--- src/design/tslr_pkg.sv ---
// Constants and types for the temperature sensor limit register block
// Behaviour
// - Result register holds 16-bit signed temperature
// - 13-bit mode: bits 2..0 are alarm flags
// - 16-bit mode: bits 2..0 are extension bits
// - Bits 15..3 read-only temperature, reset zero
// - Read-only ID: maker and revision
// - Critical alert when temperature exceeds critical limit
// - Critical limit read/write, resets to 0x4980
// - Hysteresis register, four low bits, degrees
// - Hysteresis moves limits toward release side
// - Hysteresis resets to five, upper bits zero
// - Limit alert when temperature above high limit
// - High limit read/write, resets to 0x2000
// - Limit alert when temperature below low limit
// - Low limit read/write, resets to 0x0500
// - Serial port: din, dout, sclk, select low
// - Sample on rising, drive on falling edge
// - Config bit 7 selects 13/16-bit resolution
// - Config bit 4: latched or comparator alerts
// - Config bits 2/3 set alert polarities
package tslr_pkg;

  localparam logic [2:0]  ADDR_CFG      = 3'h1;
  localparam logic [2:0]  ADDR_TEMP     = 3'h2;
  localparam logic [2:0]  ADDR_ID       = 3'h3;
  localparam logic [2:0]  ADDR_CRIT     = 3'h4;
  localparam logic [2:0]  ADDR_HYST     = 3'h5;
  localparam logic [2:0]  ADDR_HIGH     = 3'h6;
  localparam logic [2:0]  ADDR_LOW      = 3'h7;

  localparam int          CMD_RD_BIT    = 6;
  localparam int          CMD_ADDR_MSB  = 5;
  localparam int          CMD_ADDR_LSB  = 3;
  localparam logic [4:0]  LAST_BYTE     = 5'h07;
  localparam logic [4:0]  LAST_WORD     = 5'h0f;

  localparam int          CFG_RES_BIT   = 7;
  localparam int          CFG_CMP_BIT   = 4;
  localparam int          CFG_LIM_POL   = 3;
  localparam int          CFG_CRIT_POL  = 2;

  localparam int          FLAG_CRIT_BIT = 2;
  localparam int          FLAG_HIGH_BIT = 1;
  localparam int          FLAG_LOW_BIT  = 0;

  localparam logic [15:0] TEMP_RST      = 16'h0000;
  localparam logic [7:0]  CFG_RST       = 8'h00;
  localparam logic [15:0] CRIT_RST      = 16'h4980;
  localparam logic [7:0]  HYST_RST      = 8'h05;
  localparam logic [15:0] HIGH_RST      = 16'h2000;
  localparam logic [15:0] LOW_RST       = 16'h0500;

  // One degree is 128 counts of the 16-bit result word
  localparam int          HYST_SHIFT    = 7;

  typedef enum logic [1:0] {
    ST_IDLE = 2'b00,
    ST_CMD  = 2'b01,
    ST_DATA = 2'b11,
    ST_DONE = 2'b10
  } tslr_st_t;

  typedef struct packed {
    logic sclk;
    logic cs_n;
    logic din;
  } tslr_pins_t;

  // Idle levels of the host pins: clock high, deselected
  localparam tslr_pins_t PINS_IDLE = '{sclk: 1'b1, cs_n: 1'b1, din: 1'b0};

  typedef struct packed {
    tslr_st_t    st;
    logic [4:0]  cnt;
    logic [7:0]  cmd;
    logic [15:0] sh_in;
    logic [15:0] sh_out;
    logic        sclk_d;
    logic [15:0] temp;
    logic [7:0]  cfg;
    logic [15:0] crit;
    logic [7:0]  hyst;
    logic [15:0] high;
    logic [15:0] low;
    logic        crit_st;
    logic        high_st;
    logic        low_st;
    logic        crit_lat;
    logic        lim_lat;
    logic        eval;
    logic        dout;
    logic        dout_oe;
    logic        crit_o;
    logic        lim_o;
  } tslr_state_t;

endpackage

--- src/design/tslr_top.sv ---
// Serial register file and alert logic of the temperature sensor
`timescale 1ns/100ps
module tslr_top
  import tslr_pkg::*;
#(
  parameter logic [4:0] MAKER_ID    = 5'h0a,  // Arbitrary value
  parameter logic [2:0] SILICON_REV = 3'h1    // Arbitrary value
)(
  input  wire logic        ref_clk,
  input  wire logic        rst_n,
  input  wire logic        sclk,
  input  wire logic        cs_n,
  input  wire logic        din,
  output      logic        dout,
  output      logic        dout_oe,
  input  wire logic [15:0] conv_temp,
  input  wire logic        conv_valid,
  output      logic        critical_alert_out,
  output      logic        limit_alert_out
);
  tslr_state_t r_r;
  tslr_state_t r_nxt;
  tslr_pins_t  pin_s;
  logic        rise;
  logic        fall;
  logic [15:0] tcmp;
  logic [15:0] res_w;
  logic        crit_nxt;
  logic        high_nxt;
  logic        low_nxt;
  logic        rd_hit;
  logic        wr_hit;
  logic [15:0] wr_word;

  tslr_sync #(
    .W       ($bits(tslr_pins_t)),
    .RST_VAL (PINS_IDLE)
  ) u_sync (
    .ref_clk (ref_clk),
    .rst_n   (rst_n),
    .d       ({sclk, cs_n, din}),
    .q       (pin_s)
  );

  // Edges of the host clock, seen after synchronisation
  assign rise = pin_s.sclk & ~r_r.sclk_d;
  assign fall = ~pin_s.sclk & r_r.sclk_d;

  // Flag bits are dropped from the compared value in 13-bit mode
  assign tcmp = r_r.cfg[CFG_RES_BIT] ? r_r.temp : {r_r.temp[15:3], 3'h0};

  // Result word as read back
  assign res_w = r_r.cfg[CFG_RES_BIT] ? r_r.temp :
                 {r_r.temp[15:3], r_r.crit_st, r_r.high_st, r_r.low_st};

  tslr_cmp u_cmp_crit (
    .temp   (tcmp),
    .limit  (r_r.crit),
    .hyst   (r_r.hyst[3:0]),
    .over   (1'b1),
    .cur_st (r_r.crit_st),
    .nxt_st (crit_nxt)
  );

  tslr_cmp u_cmp_high (
    .temp   (tcmp),
    .limit  (r_r.high),
    .hyst   (r_r.hyst[3:0]),
    .over   (1'b1),
    .cur_st (r_r.high_st),
    .nxt_st (high_nxt)
  );

  tslr_cmp u_cmp_low (
    .temp   (tcmp),
    .limit  (r_r.low),
    .hyst   (r_r.hyst[3:0]),
    .over   (1'b0),
    .cur_st (r_r.low_st),
    .nxt_st (low_nxt)
  );

  function automatic logic is_wide(input logic [2:0] a);
    return (a == ADDR_TEMP) || (a == ADDR_CRIT) || (a == ADDR_HIGH) || (a == ADDR_LOW);
  endfunction

  // Read data, MSB aligned so the first bit out is bit 15
  function automatic logic [15:0] rd_word(input logic [2:0] a, input tslr_state_t s, input logic [15:0] res);
    logic [15:0] w;
    w = 16'h0000;
    case (a)
      ADDR_CFG:  w = {s.cfg, 8'h00};
      ADDR_TEMP: w = res;
      ADDR_ID:   w = {MAKER_ID, SILICON_REV, 8'h00};
      ADDR_CRIT: w = s.crit;
      ADDR_HYST: w = {s.hyst, 8'h00};
      ADDR_HIGH: w = s.high;
      ADDR_LOW:  w = s.low;
      default:   w = 16'h0000;
    endcase
    return w;
  endfunction

  always_comb
  begin
    r_nxt        = r_r;
    r_nxt.sclk_d = pin_s.sclk;
    r_nxt.eval   = 1'b0;
    rd_hit       = 1'b0;
    wr_hit       = 1'b0;
    wr_word      = {r_r.sh_in[14:0], pin_s.din};

    // Select low gates the whole serial port
    if (pin_s.cs_n)
    begin
      r_nxt.st      = ST_IDLE;
      r_nxt.cnt     = 5'h00;
      r_nxt.dout_oe = 1'b0;
    end
    else
    begin
      r_nxt.dout_oe = 1'b1;
      case (r_r.st)
        ST_IDLE, ST_CMD:
        begin
          r_nxt.st = ST_CMD;
          if (rise)
          begin
            r_nxt.sh_in = wr_word;
            r_nxt.cnt   = r_r.cnt + 5'h01;
            if (r_r.cnt == LAST_BYTE)
            begin
              // Address taken from the command byte
              r_nxt.cmd    = wr_word[7:0];
              r_nxt.cnt    = 5'h00;
              r_nxt.st     = ST_DATA;
              r_nxt.sh_out = rd_word(wr_word[CMD_ADDR_MSB:CMD_ADDR_LSB], r_r, res_w);
              rd_hit       = wr_word[CMD_RD_BIT];
            end
          end
        end
        ST_DATA:
        begin
          if (rise)
          begin
            r_nxt.sh_in = wr_word;
            r_nxt.cnt   = r_r.cnt + 5'h01;
            if (r_r.cnt == (is_wide(r_r.cmd[CMD_ADDR_MSB:CMD_ADDR_LSB]) ? LAST_WORD : LAST_BYTE))
            begin
              r_nxt.st = ST_DONE;
              wr_hit   = !r_r.cmd[CMD_RD_BIT];
            end
          end
          if (fall && r_r.cmd[CMD_RD_BIT])
          begin
            r_nxt.dout   = r_r.sh_out[15];
            r_nxt.sh_out = {r_r.sh_out[14:0], 1'b0};
          end
        end
        ST_DONE:
        begin
          if (fall && r_r.cmd[CMD_RD_BIT])
          begin
            r_nxt.dout   = r_r.sh_out[15];
            r_nxt.sh_out = {r_r.sh_out[14:0], 1'b0};
          end
        end
        default:
          r_nxt.st = ST_IDLE;
      endcase
    end

    // Register writes; read-only addresses ignore the data
    if (wr_hit)
    begin
      case (r_r.cmd[CMD_ADDR_MSB:CMD_ADDR_LSB])
        ADDR_CFG:  r_nxt.cfg  = wr_word[7:0];
        ADDR_CRIT: r_nxt.crit = wr_word;
        ADDR_HYST: r_nxt.hyst = wr_word[7:0];
        ADDR_HIGH: r_nxt.high = wr_word;
        ADDR_LOW:  r_nxt.low  = wr_word;
        default:   r_nxt.cfg  = r_r.cfg;
      endcase
    end

    // Any register read clears the latched alerts
    if (rd_hit)
    begin
      r_nxt.crit_lat = 1'b0;
      r_nxt.lim_lat  = 1'b0;
    end

    // New conversion result, compared one cycle later
    if (conv_valid)
    begin
      r_nxt.temp = conv_temp;
      r_nxt.eval = 1'b1;
    end

    if (r_r.eval)
    begin
      r_nxt.crit_st = crit_nxt;
      r_nxt.high_st = high_nxt;
      r_nxt.low_st  = low_nxt;
      // New events set the latches after any clear, so set wins
      if (crit_nxt && !r_r.crit_st)
        r_nxt.crit_lat = 1'b1;
      if ((high_nxt && !r_r.high_st) || (low_nxt && !r_r.low_st))
        r_nxt.lim_lat = 1'b1;
    end

    // Mode and polarity of both alert outputs
    r_nxt.crit_o = ~((r_nxt.cfg[CFG_CMP_BIT] ? r_nxt.crit_st : r_nxt.crit_lat) ^ r_nxt.cfg[CFG_CRIT_POL]);
    r_nxt.lim_o  = ~((r_nxt.cfg[CFG_CMP_BIT] ? (r_nxt.high_st | r_nxt.low_st) : r_nxt.lim_lat)
                     ^ r_nxt.cfg[CFG_LIM_POL]);
  end

  always_ff @(posedge ref_clk)
  begin
    if (!rst_n)
    begin
      r_r        <= '0;
      r_r.sclk_d <= PINS_IDLE.sclk;
      r_r.temp   <= TEMP_RST;
      r_r.cfg    <= CFG_RST;
      r_r.crit   <= CRIT_RST;
      r_r.hyst   <= HYST_RST;
      r_r.high   <= HIGH_RST;
      r_r.low    <= LOW_RST;
      r_r.crit_o <= 1'b1;
      r_r.lim_o  <= 1'b1;
    end
    else
      r_r <= r_nxt;
  end

  assign dout               = r_r.dout;
  assign dout_oe            = r_r.dout_oe;
  assign critical_alert_out = r_r.crit_o;
  assign limit_alert_out    = r_r.lim_o;

  // Sign-extended views used by the band assertions
  logic signed [16:0] t_x;
  logic signed [16:0] crit_x;
  logic signed [16:0] low_x;
  logic signed [16:0] band_x;

  assign t_x    = {tcmp[15], tcmp};
  assign crit_x = {r_r.crit[15], r_r.crit};
  assign low_x  = {r_r.low[15], r_r.low};
  assign band_x = signed'({13'h0000, r_r.hyst[3:0]} << HYST_SHIFT);
endmodule

--- src/design/tslr_sync.sv ---
// Two-flop synchroniser for a group of pin inputs
`timescale 1ns/100ps
module tslr_sync
  import tslr_pkg::*;
#(
  parameter int           W       = 3,
  parameter logic [W-1:0] RST_VAL = '0
)(
  input  wire logic         ref_clk,
  input  wire logic         rst_n,
  input  wire logic [W-1:0] d,
  output      logic [W-1:0] q
);
  typedef struct packed {
    logic [W-1:0] s1;
    logic [W-1:0] s2;
  } tslr_sync_t;

  tslr_sync_t r_r;
  tslr_sync_t r_nxt;

  if (W < 1)
  begin : g_chk
    $error("tslr_sync width must be at least one");
  end

  always_comb
  begin
    r_nxt    = r_r;
    r_nxt.s1 = d;
    r_nxt.s2 = r_r.s1;
  end

  always_ff @(posedge ref_clk)
  begin
    // Reset to the idle levels so no false edge or select follows reset
    if (!rst_n)
      r_r <= '{s1: RST_VAL, s2: RST_VAL};
    else
      r_r <= r_nxt;
  end

  assign q = r_r.s2;
endmodule

--- src/design/tslr_cmp.sv ---
// Limit comparator with hysteresis on the release side
`timescale 1ns/100ps
module tslr_cmp
  import tslr_pkg::*;
(
  input  wire logic [15:0] temp,
  input  wire logic [15:0] limit,
  input  wire logic [3:0]  hyst,
  input  wire logic        over,
  input  wire logic        cur_st,
  output      logic        nxt_st
);
  logic signed [16:0] t_s;
  logic signed [16:0] l_s;
  logic signed [16:0] h_s;
  logic               trip;
  logic               rel;

  always_comb
  begin
    t_s = {temp[15], temp};
    l_s = {limit[15], limit};
    h_s = signed'({13'h0000, hyst} << HYST_SHIFT);
    // Signed compare, released past the hysteresis band
    if (over)
    begin
      trip = t_s > l_s;
      rel  = t_s < (l_s - h_s);
    end
    else
    begin
      trip = t_s < l_s;
      rel  = t_s > (l_s + h_s);
    end
    nxt_st = cur_st ? !rel : trip;
  end
endmodule

--- config.mk ---
export PLATFORM = sky130hd
export DESIGN_NAME = tslr_top
export DESIGN_NICKNAME = d
export VERILOG_FILES = /design/src/design/tslr_pkg.sv /design/src/design/tslr_top.sv /design/src/design/tslr_sync.sv /design/src/design/tslr_cmp.sv
export SDC_FILE = /design/constraint.sdc
export NUM_CORES = 1
export LEC_CHECK = 0
export BUFFER_PORTS_ARGS = -buffer_cell sky130_fd_sc_hd__buf_2
export CAP_MARGIN = 20
export CORE_UTILIZATION = 55
export DETAILED_ROUTE_END_ITERATION = 8
export PLACE_DENSITY = 0.81
export REMOVE_ABC_BUFFERS = 1
export SYNTH_ARGS = -nofsm -noshare
export SYNTH_HDL_FRONTEND = slang
export SYNTH_SLANG_ARGS = --single-unit
--- constraint.sdc ---
create_clock -name ref_clk -period 3.8 [get_ports ref_clk]
set_input_delay 0.38 -clock ref_clk [delete_from_list [all_inputs] [get_ports ref_clk]]
set_output_delay 0.38 -clock ref_clk [all_outputs]
set_load 0.005 [all_outputs]
==> run summary <==
total CTS buffers: 17
hold_ws: 0.129 ns
maximum clock rate: 277 MHz
DIE AREA: 0.0165 mm²
Slew HR: 0.380
# diodes: 0
Initial Util: 0.571
max_cap viols: 0
WL/cell: 19.1 µm
post-synthesis adder-cell area fraction: 0.136
Slowest cell on crit path: or4_1
average vias per placed instance: 6.05
Worst path max stage delay: 0.47 ns
Placer Congestion: 0.964
CP Data Arrival Time: 3.97 ns
period utilization: 0.950
Core Util, Final: 0.636
number of global-route vias before repair: 6,994
Synth Flop Type: dfxtp_1
most used cell along the critical path: nand4_1
chip width: 129 µm
number of primary I/O pins: 26
Worst-Margin Slew: 0.929 ns
Sink Count: 139
layout cell share with drive strength beyond 1: 0.113
RSZ-0062 raised after global routing: true
Residual DRC: 0
xor/xnor share of the synthesized area: 0.0247
Yosys warning total: 0
Rows: 45
worst min-delay path category: in2reg
Yosys reg bits: 139
Post-CTS Hold Buffers: 0
largest family of logic cells by synthesized area: simple AND/OR/NAND/NOR gates
largest net degree at the start of global routing: 75
worst-skew pair later-pin latency: 0.43 ns
drt pass-1 iters: 5
final setup fails: 0
synthesized cell area: 0.00881 mm²
crit-path leading delay family: simple AND/OR/NAND/NOR gates
Bufs on Longest Clock Path: 2
Detailed Route Iter0 Violations: 660
FILL cells: 1,327
synth unique cells: 73
Detailed Place HPWL: 17.1 mm
Leak: 4.07 nW
global-route wire length before repair: 36.8 mm
peak supply drop: 0.319 mV
async set or reset register ratio after synthesis: 0
register area: 0.00279 mm²
worst path cell trace: ha_2 -> inv_1 -> fa_2 -> nor2b_1 -> o21ai_0 -> nand2b_1 -> nand2_1 -> nor2_1 -> xnor2_1 -> ha_1 -> and4_1 -> nand4_1 -> o221ai_1 -> or4_1 -> and3_1 -> nand4_1 -> mux2_4 -> nor3_2
nets: 1,112
Setup crit end kind: flip-flop
CTS H-Tree Depth: 4
CP startpoint kind: flip-flop
total power: 0.00350 W
Post-synth EDFFs: 0
multiplexer area fraction after synthesis: 0.106
Crit Path Category: reg2reg
synthesized area per cell: 8.97 µm²
Root Buffer: clkbuf_16
area delta synth->final: 11.3%
min cycle time layout: 3.61 ns
Setup Skew: 0.00784 ns
CP bufs+invs: 1
drt total wl: 23.3 mm
Clk pin slew, worst setup/hold paths: 0.06 ns
multi-input logic area: 0.00562 mm²
WP data required: 4.16 ns
simple-gate area share of the yosys netlist: 0.199
register area share after synthesis: 0.316
initial antenna violation count: 0
Final Hold Vio Count: 0
grt total ovfl: 0
Pwr per Cell Area: 357 mW/mm²
Die Height: 129 µm
Synth Area in Compound Gates: 0.166
aggregate global-route resource usage: 0.293
post-synthesis instance total: 982
DR vias: 7,386
antenna-violating nets left: 0
port buffer count: 25
TritonCTS clock tree: yes
core area: 0.0154 mm²
Max Slew Vio Count: 0
CP max FO: 5
status: finished, final reports clean
==> layout make-up <==
type	count	share of cell area
Clock inverter	10	0.0140
Sequential cell	139	0.284
Inverter	61	0.0234
Tap cell	211	0.0269
Clock buffer	22	0.0484
Multi-Input combinational cell	732	0.573
Timing Repair Buffer	45	0.0296
==> cell usage after synthesis (all sizes together), types with 4 or more instances <==
master  instances  share of area
inv            61          0.026
buf            14          0.010
and3           13          0.010
mux2i          83          0.096
a21boi         29          0.025
nand2b         12         0.0088
nand3          33          0.019
a221oi          6         0.0074
nor3            7         0.0045
and4            9         0.0090
a21o           19          0.016
and2           12         0.0088
o211ai         17          0.014
a22oi          12          0.010
dfxtp         139           0.32
o21ai          43          0.025
a21oi          38          0.022
a211oi          4         0.0034
nor2b          83          0.059
mux2            8          0.011
xor2            4         0.0040
nand4          15          0.012
a31oi           6         0.0043
xnor2          20          0.021
ha             91           0.13
nor2           27          0.012
clkbuf         36          0.015
nand2          78          0.033
o211a          16          0.018
==> cell usage in the layout, fill, tap and decap left out, types with 14 or more instances in the layout <==
| cell type | synthesis | final |
|---|---|---|
| a21o_1 | 19 | 19 |
| buf_4 | 5 | 20 |
| xnor2_1 | 19 | 19 |
| a21oi_1 | 38 | 36 |
| inv_1 | 61 | 60 |
| o211a_1 | 16 | 16 |
| nor2_1 | 26 | 26 |
| ha_1 | 91 | 90 |
| nor2b_1 | 82 | 82 |
| nand4_1 | 14 | 14 |
| o211ai_1 | 17 | 17 |
| dfxtp_1 | 139 | 136 |
| buf_2 | 3 | 24 |
| nand3_1 | 33 | 33 |
| nand2_1 | 78 | 78 |
| clkbuf_16 | 0 | 17 |
| mux2i_1 | 82 | 82 |
| a21boi_0 | 28 | 28 |
| o21ai_0 | 41 | 38 |
==> flip-flops by register name, summed over array words and instances, names as in the netlist <==
register and cells:
crit_x 16, r_r 93, low_x 16, band_x 4
critical_alert_out 1, u_sync.q 3, u_sync.r_nxt 3, dout 1
dout_oe 1, limit_alert_out 1
==> through the flow <==
| stage | TNS, ns | cells | instance area, µm² | setup WS [ns] |
|---|---|---|---|---|
| 2_1_floorplan | 0 | 932 | 8580 | 0.359 |
| 3_3_place_gp | 0 | 1186 | 9130 | 0.126 |
| 3_5_place_dp | 0 | 1186 | 9130 | 0.0322 |
| 4_1_cts | 0 | 1218 | 9740 | 0.0175 |
| 5_1_grt | -0.0351 | 1220 | 9800 | -0.0249 |
| 6_report | 0 | 1220 | 9800 | 0.190 |
==> worst reg2reg max path: cells and delay by family (launching register included) <==
| family | cells | cell delay [ns] |
|---|---|---|
| fa+ha+maj | 3 | 0.79 |
| flops | 1 | 0.37 |
| buf+inv | 1 | 0.05 |
| compound gates | 2 | 0.22 |
| xor+xnor | 1 | 0.15 |
| simple gates | 10 | 1.66 |
| mux | 1 | 0.31 |
==> power by group <==
part	switching, W	internal, W
registers	0.0000314	0.00148
clock network	0.000652	0.00108
logic	0.000133	0.000119
==> final timing paths <==
check | cells past startpoint | from | end | slack (ns)
min reg2reg | 1 | u_sync.r_nxt[2]$_SDFF_PN1_ | u_sync.q[2]$_SDFF_PN1_ | 0.41
max reg2reg | 18 | band_x[7]$_SDFFE_PN1P_ | limit_alert_out$_SDFF_PN1_ | 0.19
max | 18 | band_x[7]$_SDFFE_PN1P_ | limit_alert_out$_SDFF_PN1_ | 0.19
min | 2 | sclk | u_sync.r_nxt[2]$_SDFF_PN1_ | 0.13
==> timing repair <==
action	CTS	global route
endpoints found under the setup margin	0	3
gates resized for setup	0	18
buffers inserted	0	2
==> layer usage <==
metal | vias up | GRT usage | part of all wire
met1 | 3562 | 0.375 | 0.44
met4 | 0 | 0.157 | 0.044
li1 | 3533 | - | -
met3 | 65 | 0.0541 | 0.055
met5 | - | 0 | 0
met2 | 226 | 0.469 | 0.46
==> cell families (layout without fill, tap and decap cells) <==
kind of cell / count (synthesis) / in the layout
and+or+nand+nor: 311 / 311
AOI/OAI and AO/OA: 212 / 212
DFF: 139 / 139
buffers and inverters: 111 / 138
adders and majority gates: 94 / 94
muxes: 91 / 91
xor gates and xnor gates: 24 / 24
No activity file was read; power rests on OpenSTA's default activity.
